<file path="config.mk">
export PLATFORM = sky130hd
export DESIGN_NAME = acd_diag_ctrl
export DESIGN_NICKNAME = d
export VERILOG_FILES = /design/src/acd_pkg.sv /design/src/acd_diag_ctrl.sv /design/src/acd_prot_seq.sv /design/src/acd_sample_mem.sv
export VERILOG_INCLUDE_DIRS = /design/src
export SDC_FILE = /design/constraint.sdc
export NUM_CORES = 1
export LEC_CHECK = 0
export BUFFER_PORTS_ARGS = -buffer_cell sky130_fd_sc_hd__clkbuf_2
export CORE_MARGIN = 1
export CORE_UTILIZATION = 45
export DETAILED_ROUTE_END_ITERATION = 16
export SYNTH_ARGS = -nofsm -noshare
export SYNTH_HDL_FRONTEND = slang
export SYNTH_SLANG_ARGS = --single-unit
</file>
<file path="constraint.sdc">
create_clock -name clk_i -period 6.3 [get_ports clk_i]
set_clock_uncertainty 0.2 [all_clocks]
set_input_delay 0.945 -clock clk_i [delete_from_list [all_inputs] [get_ports clk_i]]
set_output_delay 0.945 -clock clk_i [all_outputs]
set_load 0.1 [all_outputs]
</file>
<file path="src/acd_cfg.svh">
// Constants for the comparison diagnostic control block.
`ifndef ACD_CFG_SVH
`define ACD_CFG_SVH

// ---------------------------------------------------------------------------
// Register addresses
// ---------------------------------------------------------------------------
`define ACD_ADDR_W           12
`define ACD_OFS_COMPARE_CTRL 12'h33C
`define ACD_OFS_FAULT_INJ    12'h33D
`define ACD_OFS_PROT_CTRL    12'h33E
`define ACD_OFS_SWITCH_EN_HI 12'h338
`define ACD_OFS_SWITCH_EN_LO 12'h339
`define ACD_OFS_THR_CELL     12'h33A
`define ACD_OFS_THR_WIRE     12'h33B
`define ACD_OFS_STATUS       12'h340
`define ACD_OFS_FAIL         12'h341

// ---------------------------------------------------------------------------
// Field positions and reset values
// ---------------------------------------------------------------------------
`define ACD_BIT_CMP_GO       0
`define ACD_BIT_SEL_LSB      1
`define ACD_BIT_SINK_LSB     4
`define ACD_BIT_SW_GO        6
`define ACD_BIT_FILT_INJ     0
`define ACD_BIT_CMP_INJ      1
`define ACD_BIT_KEEP         0
`define ACD_BIT_HOLD         7
`define ACD_RESET_BYTE       8'h00

// ---------------------------------------------------------------------------
// Threshold encodings in millivolts
// ---------------------------------------------------------------------------
`define ACD_CELL_THR_BASE_MV 16'd6
`define ACD_CELL_THR_STEP_MV 16'd3
`define ACD_WIRE_THR_BASE_MV 16'd500
`define ACD_WIRE_THR_STEP_MV 16'd300
`define ACD_IN_THR_BASE_MV   16'd4
`define ACD_IN_THR_STEP_MV   16'd4

// Channels walked per check, and inputs the input check can enable.
`define ACD_NUM_CH           16
`define ACD_NUM_IN           8

`endif

</file>
<file path="src/acd_pkg.sv">
// Types for the comparison diagnostic control block.
package acd_pkg;
  typedef enum logic [2:0] {
    ACD_SEL_NONE   = 3'b000,
    ACD_SEL_CELL   = 3'b001,
    ACD_SEL_SENSE  = 3'b010,
    ACD_SEL_BAL    = 3'b011,
    ACD_SEL_SWITCH = 3'b100,
    ACD_SEL_INPUT  = 3'b101
  } acd_sel_t;

  typedef enum logic [1:0] {
    ACD_SINK_OFF   = 2'b00,
    ACD_SINK_SENSE = 2'b01,
    ACD_SINK_BAL   = 2'b10,
    ACD_SINK_BUS   = 2'b11
  } acd_sink_t;

  typedef enum logic [1:0] {
    ACD_ST_IDLE  = 2'b00,
    ACD_ST_REQ   = 2'b01,
    ACD_ST_CHECK = 2'b10,
    ACD_ST_DONE  = 2'b11
  } acd_state_t;
endpackage

</file>
<file path="src/acd_diag_ctrl.sv">
// Comparison diagnostic control: registers, override, sinks and check sequencer.
//
// Design decision made here: strobed register access.
`timescale 1ns/100ps
`include "acd_cfg.svh"
module acd_diag_ctrl (
  // Clock and reset.
  input  wire logic                   clk_i,
  input  wire logic                   rst_n_i,
  // Register port.
  input  wire logic [11:0]            addr_i,
  input  wire logic [7:0]             wdata_i,
  input  wire logic                   wr_i,
  input  wire logic                   rd_i,
  output logic      [7:0]             rdata_o,
  // Balancing state and switch drive.
  input  wire logic                   balancing_run_i,
  input  wire logic [15:0]            balancing_switch_normal_i,
  output logic      [15:0]            balancing_switch_o,
  // Current sinks.
  output acd_pkg::acd_sink_t          wire_sink_select_o,
  // Converter readings and channel maps.
  input  wire logic                   sample_wr_i,
  input  wire logic [3:0]             sample_ch_i,
  input  wire logic [15:0]            main_cell_reading_i,
  input  wire logic [15:0]            aux_cell_reading_i,
  input  wire logic [15:0]            active_map_i,
  input  wire logic [15:0]            aux_select_map_i,
  input  wire logic [7:0]             input_map_i,
  // Filter diagnostic and protector self-test.
  input  wire logic                   filter_diag_fail_i,
  input  wire logic                   prot_test_fault_i,
  input  wire logic                   prot_chan_next_i,
  output logic                        filter_fail_flag_o,
  output logic                        fault_out_n_o
);
  import acd_pkg::*;

  // ---------------------------------------------------------------------------
  // Functions
  // ---------------------------------------------------------------------------
  function automatic logic [15:0] thr_mv(input logic [15:0] base, input logic [15:0] step,
                                         input logic [4:0] code);
    thr_mv = 16'(base + step * {11'h000, code});
  endfunction

  function automatic logic [15:0] absdiff(input logic [15:0] a, input logic [15:0] b);
    absdiff = (a > b) ? 16'(a - b) : 16'(b - a);
  endfunction

  // ---------------------------------------------------------------------------
  // Register state
  // ---------------------------------------------------------------------------
  logic [1:0]  sink_reg, sink_next;
  logic [2:0]  sel_reg, sel_next;
  logic [2:0]  run_sel_reg, run_sel_next;
  logic        cmp_inj_reg, cmp_inj_next;
  logic        filt_inj_reg, filt_inj_next;
  logic        keep_reg, keep_next;
  logic        hold_reg, hold_next;
  logic [15:0] sw_en_reg, sw_en_next;
  logic [4:0]  cell_thr_reg, cell_thr_next;
  logic [3:0]  wire_thr_reg, wire_thr_next;
  logic [2:0]  in_thr_reg, in_thr_next;
  logic [4:0]  done_reg, done_next;
  logic [4:0]  fail_reg, fail_next;
  logic        ovr_reg, ovr_next;
  logic [15:0] ovr_sw_reg, ovr_sw_next;
  logic        bal_q_reg;
  logic        filt_reg, filt_next;
  logic [7:0]  rdata_reg, rdata_next;
  logic        go_wr;
  logic        sw_go_wr;
  logic        bal_start;

  assign go_wr    = wr_i && addr_i == `ACD_OFS_COMPARE_CTRL && wdata_i[`ACD_BIT_CMP_GO];
  assign sw_go_wr = wr_i && addr_i == `ACD_OFS_COMPARE_CTRL && wdata_i[`ACD_BIT_SW_GO];
  assign bal_start = balancing_run_i && !bal_q_reg;

  // ---------------------------------------------------------------------------
  // Check sequencer
  // ---------------------------------------------------------------------------
  acd_state_t  st_reg, st_next;
  logic [3:0]  ch_reg, ch_next;
  logic        bad_reg, bad_next;
  logic [15:0] rd_main, rd_aux;
  logic        ch_en;
  logic        ch_bad;
  logic [2:0]  di;

  acd_sample_mem u_mem (
    .clk_i     (clk_i),
    .wr_i      (sample_wr_i),
    .wr_addr_i (sample_ch_i),
    .wr_main_i (main_cell_reading_i),
    .wr_aux_i  (aux_cell_reading_i),
    .rd_addr_i (ch_reg),
    .rd_main_o (rd_main),
    .rd_aux_o  (rd_aux)
  );

  // Per-channel enable and verdict for the running check; the memory read lags one cycle.
  always_comb begin
    ch_en  = 1'b0;
    ch_bad = 1'b0;
    di     = 3'd0;
    case (acd_sel_t'(run_sel_reg))
      ACD_SEL_CELL: begin
        di     = 3'd0;
        ch_en  = aux_select_map_i[ch_reg];
        ch_bad = absdiff(rd_main, rd_aux) >=
                 thr_mv(`ACD_CELL_THR_BASE_MV, `ACD_CELL_THR_STEP_MV, cell_thr_reg);
      end
      ACD_SEL_SENSE: begin
        di     = 3'd1;
        ch_en  = active_map_i[ch_reg];
        ch_bad = rd_main >= thr_mv(`ACD_WIRE_THR_BASE_MV, `ACD_WIRE_THR_STEP_MV, {1'b0, wire_thr_reg});
      end
      ACD_SEL_BAL: begin
        di     = 3'd2;
        ch_en  = aux_select_map_i[ch_reg];
        ch_bad = rd_aux >= thr_mv(`ACD_WIRE_THR_BASE_MV, `ACD_WIRE_THR_STEP_MV, {1'b0, wire_thr_reg});
      end
      ACD_SEL_SWITCH: begin
        di     = 3'd3;
        ch_en  = aux_select_map_i[ch_reg];
        ch_bad = 18'({2'b00, rd_aux} * 3) >= {2'b00, rd_main};
      end
      ACD_SEL_INPUT: begin
        di     = 3'd4;
        ch_en  = ch_reg < 4'(`ACD_NUM_IN) && input_map_i[ch_reg[2:0]];
        ch_bad = absdiff(rd_main, rd_aux) >=
                 thr_mv(`ACD_IN_THR_BASE_MV, `ACD_IN_THR_STEP_MV, {2'b00, in_thr_reg});
      end
      default: begin
        ch_en = 1'b0;
      end
    endcase
  end

  // State walk over all channels: request, then check on the registered read.
  always_comb begin
    st_next   = st_reg;
    ch_next   = ch_reg;
    bad_next  = bad_reg;
    done_next = done_reg;
    fail_next = fail_reg;
    case (st_reg)
      ACD_ST_IDLE: begin
        ch_next  = 4'h0;
        bad_next = 1'b0;
        if (go_wr && wdata_i[3:1] inside {3'b001, 3'b010, 3'b011, 3'b100, 3'b101}) begin
          st_next = ACD_ST_REQ;
        end
      end
      ACD_ST_REQ: begin
        st_next = ACD_ST_CHECK;
      end
      ACD_ST_CHECK: begin
        if (ch_en && ch_bad) begin
          bad_next = 1'b1;
        end
        if (ch_reg == 4'hF) begin
          st_next = ACD_ST_DONE;
        end else begin
          ch_next = 4'(ch_reg + 4'h1);
          st_next = ACD_ST_REQ;
        end
      end
      ACD_ST_DONE: begin
        done_next[di] = 1'b1;
        if (bad_reg || cmp_inj_reg) begin
          fail_next[di] = 1'b1;
        end
        st_next = ACD_ST_IDLE;
      end
      default: begin
        st_next = ACD_ST_IDLE;
      end
    endcase
    // A go that starts a check clears the done and fail flags of all five checks.
    if (st_reg == ACD_ST_IDLE && st_next == ACD_ST_REQ) begin
      done_next = 5'h00;
      fail_next = 5'h00;
    end
  end

  // ---------------------------------------------------------------------------
  // Register writes, override and sinks
  // ---------------------------------------------------------------------------
  always_comb begin
    sink_next     = sink_reg;
    sel_next      = sel_reg;
    run_sel_next  = run_sel_reg;
    cmp_inj_next  = cmp_inj_reg;
    filt_inj_next = filt_inj_reg;
    keep_next     = keep_reg;
    hold_next     = hold_reg;
    sw_en_next    = sw_en_reg;
    cell_thr_next = cell_thr_reg;
    wire_thr_next = wire_thr_reg;
    in_thr_next   = in_thr_reg;
    ovr_next      = ovr_reg;
    ovr_sw_next   = ovr_sw_reg;
    if (wr_i) begin
      case (addr_i)
        `ACD_OFS_COMPARE_CTRL: begin
          sink_next = wdata_i[5:4];
          sel_next  = wdata_i[3:1];
          hold_next = wdata_i[`ACD_BIT_HOLD];
        end
        `ACD_OFS_FAULT_INJ: begin
          cmp_inj_next  = wdata_i[`ACD_BIT_CMP_INJ];
          filt_inj_next = wdata_i[`ACD_BIT_FILT_INJ];
        end
        `ACD_OFS_PROT_CTRL:    keep_next = wdata_i[`ACD_BIT_KEEP];
        `ACD_OFS_SWITCH_EN_HI: sw_en_next[15:8] = wdata_i;
        `ACD_OFS_SWITCH_EN_LO: sw_en_next[7:0] = wdata_i;
        `ACD_OFS_THR_CELL:     cell_thr_next = wdata_i[4:0];
        `ACD_OFS_THR_WIRE: begin
          in_thr_next   = wdata_i[6:4];
          wire_thr_next = wdata_i[3:0];
        end
        default: begin
        end
      endcase
    end
    // The running select is latched only by a go write in idle.
    if (go_wr && st_reg == ACD_ST_IDLE) begin
      run_sel_next = wdata_i[3:1];
      if (wdata_i[3:1] == 3'b100) begin
        ovr_next     = !balancing_run_i;
        ovr_sw_next  = sw_en_reg;
      end
    end
    // Switch check end: hold keeps the enabled pattern, else all switches off.
    if (st_reg == ACD_ST_DONE && run_sel_reg == 3'b100 && !hold_reg) begin
      ovr_sw_next = 16'h0000;
    end
    if (sw_go_wr && !balancing_run_i) begin
      ovr_next    = 1'b1;
      ovr_sw_next = sw_en_next;
    end
    if (bal_start) begin
      ovr_next = 1'b0;
    end
  end

  // Filter-fail flag: injection forces it, software clears by writing one to it.
  always_comb begin
    filt_next = filt_reg;
    if (wr_i && addr_i == `ACD_OFS_FAIL && wdata_i[5]) begin
      filt_next = 1'b0;
    end
    if (filter_diag_fail_i || filt_inj_reg) begin
      filt_next = 1'b1;
    end
  end

  // Read mux; the go bits always read zero.
  always_comb begin
    rdata_next = 8'h00;
    if (rd_i) begin
      case (addr_i)
        `ACD_OFS_COMPARE_CTRL: rdata_next = {hold_reg, 1'b0, sink_reg, sel_reg, 1'b0};
        `ACD_OFS_FAULT_INJ:    rdata_next = {6'h00, cmp_inj_reg, filt_inj_reg};
        `ACD_OFS_PROT_CTRL:    rdata_next = {7'h00, keep_reg};
        `ACD_OFS_SWITCH_EN_HI: rdata_next = sw_en_reg[15:8];
        `ACD_OFS_SWITCH_EN_LO: rdata_next = sw_en_reg[7:0];
        `ACD_OFS_THR_CELL:     rdata_next = {3'h0, cell_thr_reg};
        `ACD_OFS_THR_WIRE:     rdata_next = {1'b0, in_thr_reg, wire_thr_reg};
        `ACD_OFS_STATUS:       rdata_next = {2'b00, st_reg != ACD_ST_IDLE, done_reg};
        `ACD_OFS_FAIL:         rdata_next = {2'b00, filt_reg, fail_reg};
        default:               rdata_next = 8'h00;
      endcase
    end
  end

  // Registers; switch and sink outputs are taken straight from flip-flops.
  always_ff @(posedge clk_i) begin
    if (!rst_n_i) begin
      sink_reg <= 2'b00; sel_reg <= 3'b000; run_sel_reg <= 3'b000;
      cmp_inj_reg <= 1'b0; filt_inj_reg <= 1'b0; keep_reg <= 1'b0; hold_reg <= 1'b0;
      sw_en_reg <= 16'h0000;
      cell_thr_reg <= 5'h00; wire_thr_reg <= 4'h0; in_thr_reg <= 3'h0;
      done_reg <= 5'h00; fail_reg <= 5'h00; ovr_reg <= 1'b0; ovr_sw_reg <= 16'h0000;
      bal_q_reg <= 1'b0; filt_reg <= 1'b0; rdata_reg <= 8'h00;
      st_reg <= ACD_ST_IDLE; ch_reg <= 4'h0; bad_reg <= 1'b0;
      balancing_switch_o <= 16'h0000; wire_sink_select_o <= ACD_SINK_OFF;
    end else begin
      sink_reg <= sink_next; sel_reg <= sel_next; run_sel_reg <= run_sel_next;
      cmp_inj_reg <= cmp_inj_next; filt_inj_reg <= filt_inj_next;
      keep_reg <= keep_next; hold_reg <= hold_next;
      sw_en_reg <= sw_en_next;
      cell_thr_reg <= cell_thr_next; wire_thr_reg <= wire_thr_next; in_thr_reg <= in_thr_next;
      done_reg <= done_next; fail_reg <= fail_next; ovr_reg <= ovr_next; ovr_sw_reg <= ovr_sw_next;
      bal_q_reg <= balancing_run_i; filt_reg <= filt_next; rdata_reg <= rdata_next;
      st_reg <= st_next; ch_reg <= ch_next; bad_reg <= bad_next;
      balancing_switch_o <= (ovr_next && !balancing_run_i) ? ovr_sw_next
                                                           : balancing_switch_normal_i;
      wire_sink_select_o <= acd_sink_t'(sink_next);
    end
  end

  assign rdata_o            = rdata_reg;
  assign filter_fail_flag_o = filt_reg;

  // Protector self-test fault retention.
  acd_prot_seq u_prot (
    .clk_i         (clk_i),
    .rst_n_i       (rst_n_i),
    .keep_i        (keep_reg),
    .test_fault_i  (prot_test_fault_i),
    .chan_next_i   (prot_chan_next_i),
    .fault_held_o  (),
    .fault_out_n_o (fault_out_n_o)
  );
endmodule // acd_diag_ctrl

</file>
<file path="src/acd_prot_seq.sv">
// Protector self-test fault handling between channels.
`timescale 1ns/100ps
module acd_prot_seq (
  // Clock and reset.
  input  wire logic clk_i,
  input  wire logic rst_n_i,
  // Keep control and self-test events from the protector.
  input  wire logic keep_i,
  input  wire logic test_fault_i,
  input  wire logic chan_next_i,
  // Fault state.
  output logic      fault_held_o,
  output logic      fault_out_n_o
);
  logic held_reg;
  logic held_next;
  logic fo_n_reg;
  logic fo_n_next;

  // A raised fault is kept when asked; otherwise it is dropped on the channel step.
  always_comb begin
    held_next = held_reg;
    if (test_fault_i) begin
      held_next = 1'b1;
    end else if (chan_next_i && !keep_i) begin
      held_next = 1'b0;
    end
    fo_n_next = !held_next;
  end

  always_ff @(posedge clk_i) begin
    if (!rst_n_i) begin
      held_reg <= 1'b0;
      fo_n_reg <= 1'b1;
    end else begin
      held_reg <= held_next;
      fo_n_reg <= fo_n_next;
    end
  end

  assign fault_held_o  = held_reg;
  assign fault_out_n_o = fo_n_reg;
endmodule // acd_prot_seq

</file>
<file path="src/acd_sample_mem.sv">
// Small memory holding main and auxiliary readings per channel.
`timescale 1ns/100ps
module acd_sample_mem (
  // Clock and write port.
  input  wire logic        clk_i,
  input  wire logic        wr_i,
  input  wire logic [3:0]  wr_addr_i,
  input  wire logic [15:0] wr_main_i,
  input  wire logic [15:0] wr_aux_i,
  // Registered read port.
  input  wire logic [3:0]  rd_addr_i,
  output logic      [15:0] rd_main_o,
  output logic      [15:0] rd_aux_o
);
  logic [15:0] main_mem [0:15];
  logic [15:0] aux_mem  [0:15];

  // Write on strobe; read data come out of a register one cycle later.
  always_ff @(posedge clk_i) begin
    if (wr_i) begin
      main_mem[wr_addr_i] <= wr_main_i;
      aux_mem[wr_addr_i]  <= wr_aux_i;
    end
    rd_main_o <= main_mem[rd_addr_i];
    rd_aux_o  <= aux_mem[rd_addr_i];
  end
endmodule // acd_sample_mem

</file>
After elaboration in Yosys (flattened, before gate mapping)
Memories as Yosys holds them, arrays and structs flattened. A register that Yosys moved wholly into a read port is not among the register bits.
Index checks and enable logic that the tools add are counted.
- memories: 2
- register bits: 102
- memory bits (writable): 512
- output and inout bits: 28
- word-level logic and storage cells: 153
- input port bits: 121
- memories (memory ; words ; width ; read ports ; clocked after Yosys merged registers in ; wr ports ; RTL line ; source):
    u_mem.aux_mem ; 16 ; 16 ; 1 ; 1 ; 1 ; acd_sample_mem.sv:16 ; logic [15:0] aux_mem [0:15];
    u_mem.main_mem ; 16 ; 16 ; 1 ; 1 ; 1 ; acd_sample_mem.sv:15 ; logic [15:0] main_mem [0:15];
- equal/unequal tests: 26
- muxes and demuxes: 38
- multipliers: 3
- bitwise operators: 3
- add/subtract/negate cells: 6
- reduce and logical (&&, ||, !) cells: 40
- magnitude comparators: 11
- operators by type and width (operator ; count):
    $mux W16 ; 7
    $eq A12 B10 Y1 const B ; 9
    $pmux W8 S9 ; 1
    $sub A16 B16 Y16 ; 2
    $ge A18 B16 Y1 ; 1
    $mul A16 B2 Y18 const B ; 1
    $reduce_and A2 Y1 ; 9
    $logic_and A1 B1 Y1 ; 17
    $ge A16 B14 Y1 ; 1
    $ge A16 B16 Y1 ; 1
    $ge A16 B6 Y1 ; 1
    $ge A16 B8 Y1 ; 1
    $gt A16 B16 Y1 ; 1
    $mux W8 ; 2
    $mux W1 ; 15
    $add A9 B13 Y14 const A ; 1
    $eq A3 B2 Y1 const B ; 4
    $eq A3 B3 Y1 const B ; 4
    $pmux W3 S4 ; 1
    $mul A7 B4 Y11 const A ; 1
    $or A5 B5 Y5 ; 2
    $add A3 B7 Y8 const A ; 1
    $bmux W1 S4 ; 2
    $lt A3 B4 Y1 const B ; 2
    28 further kinds ; 40

Logic depth before layout (Yosys ltp)
- depth in word-level cells: 9
- gate-level depth with buffers: 21
- gate-level depth less buffers: 20

Hierarchy
From an unflattened synthesis, not the netlist that was laid out.
- cells, all modules: 1884
- area, all modules: 28635.0 µm²
- by module, submodules not included (module ; times used ; area each (µm²) ; sequential area each (µm²) ; cells an instance):
    acd_sample_mem ; 1 ; 19836.5 ; 16015.4 ; 838
    acd_diag_ctrl ; 1 ; 8732.1 ; 2001.9 ; 1041
    acd_prot_seq ; 1 ; 66.3 ; 40.0 ; 5

Worst setup path before layout
Ideal clock, no wire load.
- path kind: register -> register
- from: register wire_thr_reg[2]
- to: register bad_reg
- data required time: 5.975 ns
- arrival: 4.396 ns
- path buffers: 0
- stages on the path, launching flop included: 20
- slack: 1.579 ns
- cell sequence: dfxtp_1 > ha_1 > inv_1 > fa_1 > inv_1 > ha_1 > a21o_1 > a21oi_1 > xnor2_1 > nor4_1 > nor2_1 > a221o_1 > mux2i_1 > xor2_1 > ha_1 > o21a_1 > o211ai_1 > a21oi_1 > a311o_1 > o41a_1
- longest elaborated chain between the ends: 7
- elaborated cells on any way between the ends: 8
- ends and longest elaborated chain (item ; RTL line ; source):
    start: declaration ; acd_diag_ctrl.sv:63 ; logic [3:0] wire_thr_reg, wire_thr_next;
    start signal: assignment ; acd_diag_ctrl.sv:295 ; cell_thr_reg <= cell_thr_next; wire_thr_reg <= wire_thr_next; in_thr_reg <= in_thr_next;
    $mul A7 B4 Y11 (*) ; acd_diag_ctrl.sv:44 ; thr_mv = 16'(base + step * {11'h000, code});
    $add A9 B13 Y14 (*) ; acd_diag_ctrl.sv:44 ;
    $ge A16 B14 Y1 / $ge A16 B16 Y1 (equally long branches) ; acd_diag_ctrl.sv:122, acd_diag_ctrl.sv:117 ;
    $pmux W1 S5 (*) ; acd_diag_ctrl.sv:107 ; case (acd_sel_t'(run_sel_reg))
    $logic_and A1 B1 Y1 (*) ; acd_diag_ctrl.sv:160 ; if (ch_en && ch_bad) begin
    $ne A2 B2 Y1 (no source line) (*) ; -- ;
    $reduce_and A2 Y1 (no source line) (*) ; -- ;
    end signal: assignment ; acd_diag_ctrl.sv:298 ; st_reg <= st_next; ch_reg <= ch_next; bad_reg <= bad_next;
    end: declaration ; acd_diag_ctrl.sv:85 ; logic bad_reg, bad_next;
Mark *: on every way between the ends. The rest lies on a longest branch, timed or not.
A chain may end at the register's enable or synchronous reset.

Final worst setup path
- from: register u_mem.rd_main_o[11], read port of u_mem.main_mem
- to: register bad_reg
- longest elaborated chain between the ends: 7
- elaborated cells on any way between the ends: 12
- ends and longest elaborated chain (item ; RTL line ; source):
    start: declaration ; acd_sample_mem.sv:12 ; output logic [15:0] rd_main_o,
    $sub A16 B16 Y16 / $gt A16 B16 Y1 (equally long branches) ; acd_diag_ctrl.sv:48 ; absdiff = (a > b) ? 16'(a - b) : 16'(b - a);
    $mux W16 ; acd_diag_ctrl.sv:48 ;
    $ge A16 B6 Y1 / $ge A16 B8 Y1 (equally long branches) ; acd_diag_ctrl.sv:132, acd_diag_ctrl.sv:111 ;
    $pmux W1 S5 (*) ; acd_diag_ctrl.sv:107 ;
    $logic_and A1 B1 Y1 (*) ; acd_diag_ctrl.sv:160 ;
    $ne A2 B2 Y1 (no source line) (*) ; -- ;
    $reduce_and A2 Y1 (no source line) (*) ; -- ;
Marked as above.

==> flow_summary.json <==
{
  "status": "finished, final reports clean",
  "final_core_util_pct": 52.0,
  "synthDistinctLibCells": 76,
  "die_area_um2": 65000,
  "cp-start-kind": "flip-flop",
  "synth_top_area_share_pct": 53.4,
  "synth_compound_area_share_pct": 6.68,
  "p_clk_share_pct": 43.6,
  "synth_warnings": 0,
  "min_path_type": "reg -> reg",
  "maxSlewViolCount": 0,
  "max_freq_ghz": 0.190,
  "fin_nets": 2237,
  "cts_tree": "built",
  "slowest_stage": "a21oi_1",
  "nFillCells": 5243,
  "min_period_ns": 5.27,
  "vias": 16700,
  "rows": 92,
  "fin_crit_sh_pct": 83.6,
  "critPathMaxFanout": 14,
  "hpwlAfterDp_mm": 43.6,
  "finalSetupViolCount": 0,
  "finalSetupTns_ns": 0,
  "relSlewSlack_pct": 26.8,
  "synth_nets": 2067,
  "tightest_slew_ns": 1.09,
  "pin_count": 149,
  "synthMuxAreaShare_pct": 15.4,
  "die_h_um": 255,
  "arrival_ns": 5.54,
  "synth_cells": 1815,
  "drive_above_1_share_pct": 24.1,
  "cp.required_ns": 6.57,
  "die_x_um": 255,
  "max_stage_delay_ns": 0.61,
  "leakagePower_nw": 11.4,
  "clk_path_buf_depth": 3,
  "cts-htree-levels": 3,
  "hold_viol": 0,
  "drt-total-wl_mm": 71.1,
  "comb_power_share_pct": 4.2,
  "reg.largest.list": "u_mem.aux_mem x256, u_mem.main_mem x256",
  "synthTopCellsByCount": "edfxtp_1, mux4_2, dfxtp_1, ha_1, nand2_1",
  "rsz0062_at_grt": "false",
  "synth_ff_type": "edfxtp_1",
  "vias_per_cell": 5.79,
  "drv_cap": 0,
  "clk_pin_slew_ns": 0.06,
  "grt_antenna_before_repair": 8,
  "grt_pass1_vias": 16500,
  "ys_ff_latch": 646,
  "synth_adder_area_share_pct": 5.83,
  "cp-end-kind": "flip-flop",
  "grt_max_degree": 86,
  "critical_path_class": "reg -> reg",
  "start_util_pct": 45.6,
  "firstDrtPassIters": 5,
  "syn_area_per_cell_um2": 15.9,
  "clock_sinks": 646,
  "crit_path_frequent_cell": "a21oi_1",
  "seq_power_share_pct": 52.2,
  "coreArea_um2": 63100,
  "crit_buf_inv": 1,
  "grt_first_pass_wirelength_mm": 105,
  "yosysMostFrequentCell": "edfxtp_1",
  "p_sw_share_pct": 22.1,
  "dr.first_iter.drc_count": 1376,
  "crit_chain": "inv_1 -> ha_1 -> nand4_1 -> nor2_1 -> o31ai_1 -> a21oi_1 -> nor3_1 -> a21oi_1 -> xor2_1 -> ha_1 -> nor2b_1 -> o21ai_0 -> nand2b_1 -> a21oi_1 -> o2111ai_1 -> a311o_1 -> a311o_1 -> o41a_1",
  "insertion_delay_ns": 0.62,
  "cellPowerDensity_nw_per_um2": 275,
  "cts_resized": 0,
  "gp_congestion": 0.859,
  "routedWlPerCell_um": 24.7,
  "synthXorXnorAreaFrac_pct": 1.00,
  "areaGrowthSynthToFinish_pct": 14.0,
  "ant_nets": 0,
  "power.switching_mw": 1.99,
  "seq_area_frac_synth_pct": 62.7,
  "peakVddDrop_mv": 0.232,
  "synth-edff-count": 512,
  "synth_top_family_by_area": "multiplexers",
  "path_delay_family": "compound AO/OA/AOI/OAI gates",
  "post_cts_buffers": 0,
  "numCtsBuffers": 70,
  "fin_hold_ws_ns": 0.272,
  "synth_top_area_cell": "edfxtp_1",
  "async_flop_share_pct": 0,
  "final_cell_area_um2": 32800,
  "portBuffers": 148,
  "cts_root_buf": "clkbuf_16",
  "power_mw": 9.00,
  "route.detailed.drc": 0,
  "hold_buffers": 0,
  "power.internal_mw": 7.01,
  "syn_area_um2": 28800,
  "track_usage_pct": 22.1,
  "synth-simple-area-share_pct": 6.16,
  "gr-total-overflow": 0,
  "place_area_um2": 30600,
  "synth_area_leaders": "edfxtp_1, mux4_2, dfxtp_1"
}
[kinds of logic after synthesis]
group / count (synthesis)
flops: 646
simple gates: 343
compound gates: 278
mux: 230
buf+inv: 154
fa+ha+maj: 131
xor+xnor: 33
[power by group through the flow]
stage | registers, mW | logic, mW | clock network [mW]
final | 4.70 | 0.382 | 3.92
after global routing | 4.70 | 0.414 | 4.17
after CTS | 4.70 | 0.383 | 4.00
after detailed placement | 4.79 | 0.381 | 0
after global placement | 4.78 | 0.375 | 0
after floorplan | 4.83 | 0.168 | 0
[cell type report]
type                            count  area (um2)  area share (%)
Tap cell                          846        1060            3.23
Multi-Input combinational cell   1015       10200            31.1
Clock inverter                     32         289           0.881
Inverter                           73         274           0.836
Antenna cell                        1        2.50         0.00763
Clock buffer                       91        1910            5.83
Timing Repair Buffer              179         986            3.01
Sequential cell                   646       18100            55.1
[final timing paths]
kind / slack, ns / cells after the start / start / end
worst min-delay path: 0.27 / 2 / fail_reg[4] / fail_reg[4]
worst max register to register: 1.03 / 18 / u_mem.rd_main_o[11] / bad_reg
worst max-delay path: 1.03 / 18 / u_mem.rd_main_o[11] / bad_reg
worst min register to register: 0.27 / 2 / fail_reg[4] / fail_reg[4]
[through the flow]
| step | std cells | worst slack (ns) |
|---|---|---|
| 2_1_floorplan | 1815 | 1.58 |
| 3_3_place_gp | 2759 | 1.13 |
| 3_5_place_dp | 2759 | 1.07 |
| 4_1_cts | 2882 | 1.05 |
| 5_1_grt | 2882 | 0.590 |
| 6_report | 2883 | 1.03 |
[layout by cell type (no fill, tap or decap), types with 9 or more instances in the layout]
cell | netlist | layout
edfxtp_1 | 512 | 512
mux4_2 | 170 | 170
clkbuf_2 | 0 | 148
dfxtp_1 | 134 | 131
ha_1 | 126 | 126
nand2_1 | 84 | 84
inv_1 | 73 | 72
clkbuf_16 | 0 | 71
a21oi_1 | 65 | 65
nor2_1 | 69 | 57
mux2i_1 | 56 | 56
nor2b_1 | 52 | 52
nand3_1 | 38 | 38
o21ai_0 | 36 | 36
buf_4 | 1 | 30
a21boi_0 | 24 | 24
xnor2_1 | 21 | 21
nor3_1 | 23 | 19
o21a_1 | 16 | 16
clkbuf_1 | 52 | 14
a211oi_1 | 13 | 13
and2_1 | 13 | 13
nor2_4 | 0 | 12
a21o_1 | 12 | 12
xor2_1 | 12 | 12
a31oi_1 | 12 | 12
clkinv_1 | 0 | 11
o21bai_1 | 10 | 10
o22ai_1 | 10 | 10
a222oi_1 | 10 | 10
a22oi_1 | 10 | 10
clkinv_2 | 0 | 10
o211a_1 | 9 | 9
[layer usage]
layer	wire, um	share of wire [%]	up-vias	global-route usage (%)
met3	4630	6.5	109	4.14
met2	34200	48	523	35.3
met1	30600	43	8547	31.0
met5	19	0.027	-	0
li1	-	-	7500	-
met4	1640	2.3	4	6.28
[worst register-to-register path, delay by kind of cell, from the launching register on]
| family | cells | cell delay, ns |
|---|---|---|
| compound gates | 9 | 2.39 |
| xor+xnor | 1 | 0.46 |
| fa+ha+maj | 2 | 0.85 |
| buf+inv | 1 | 0.08 |
| flops | 1 | 0.37 |
| simple gates | 5 | 0.80 |
(Power assumes the default switching activity.)
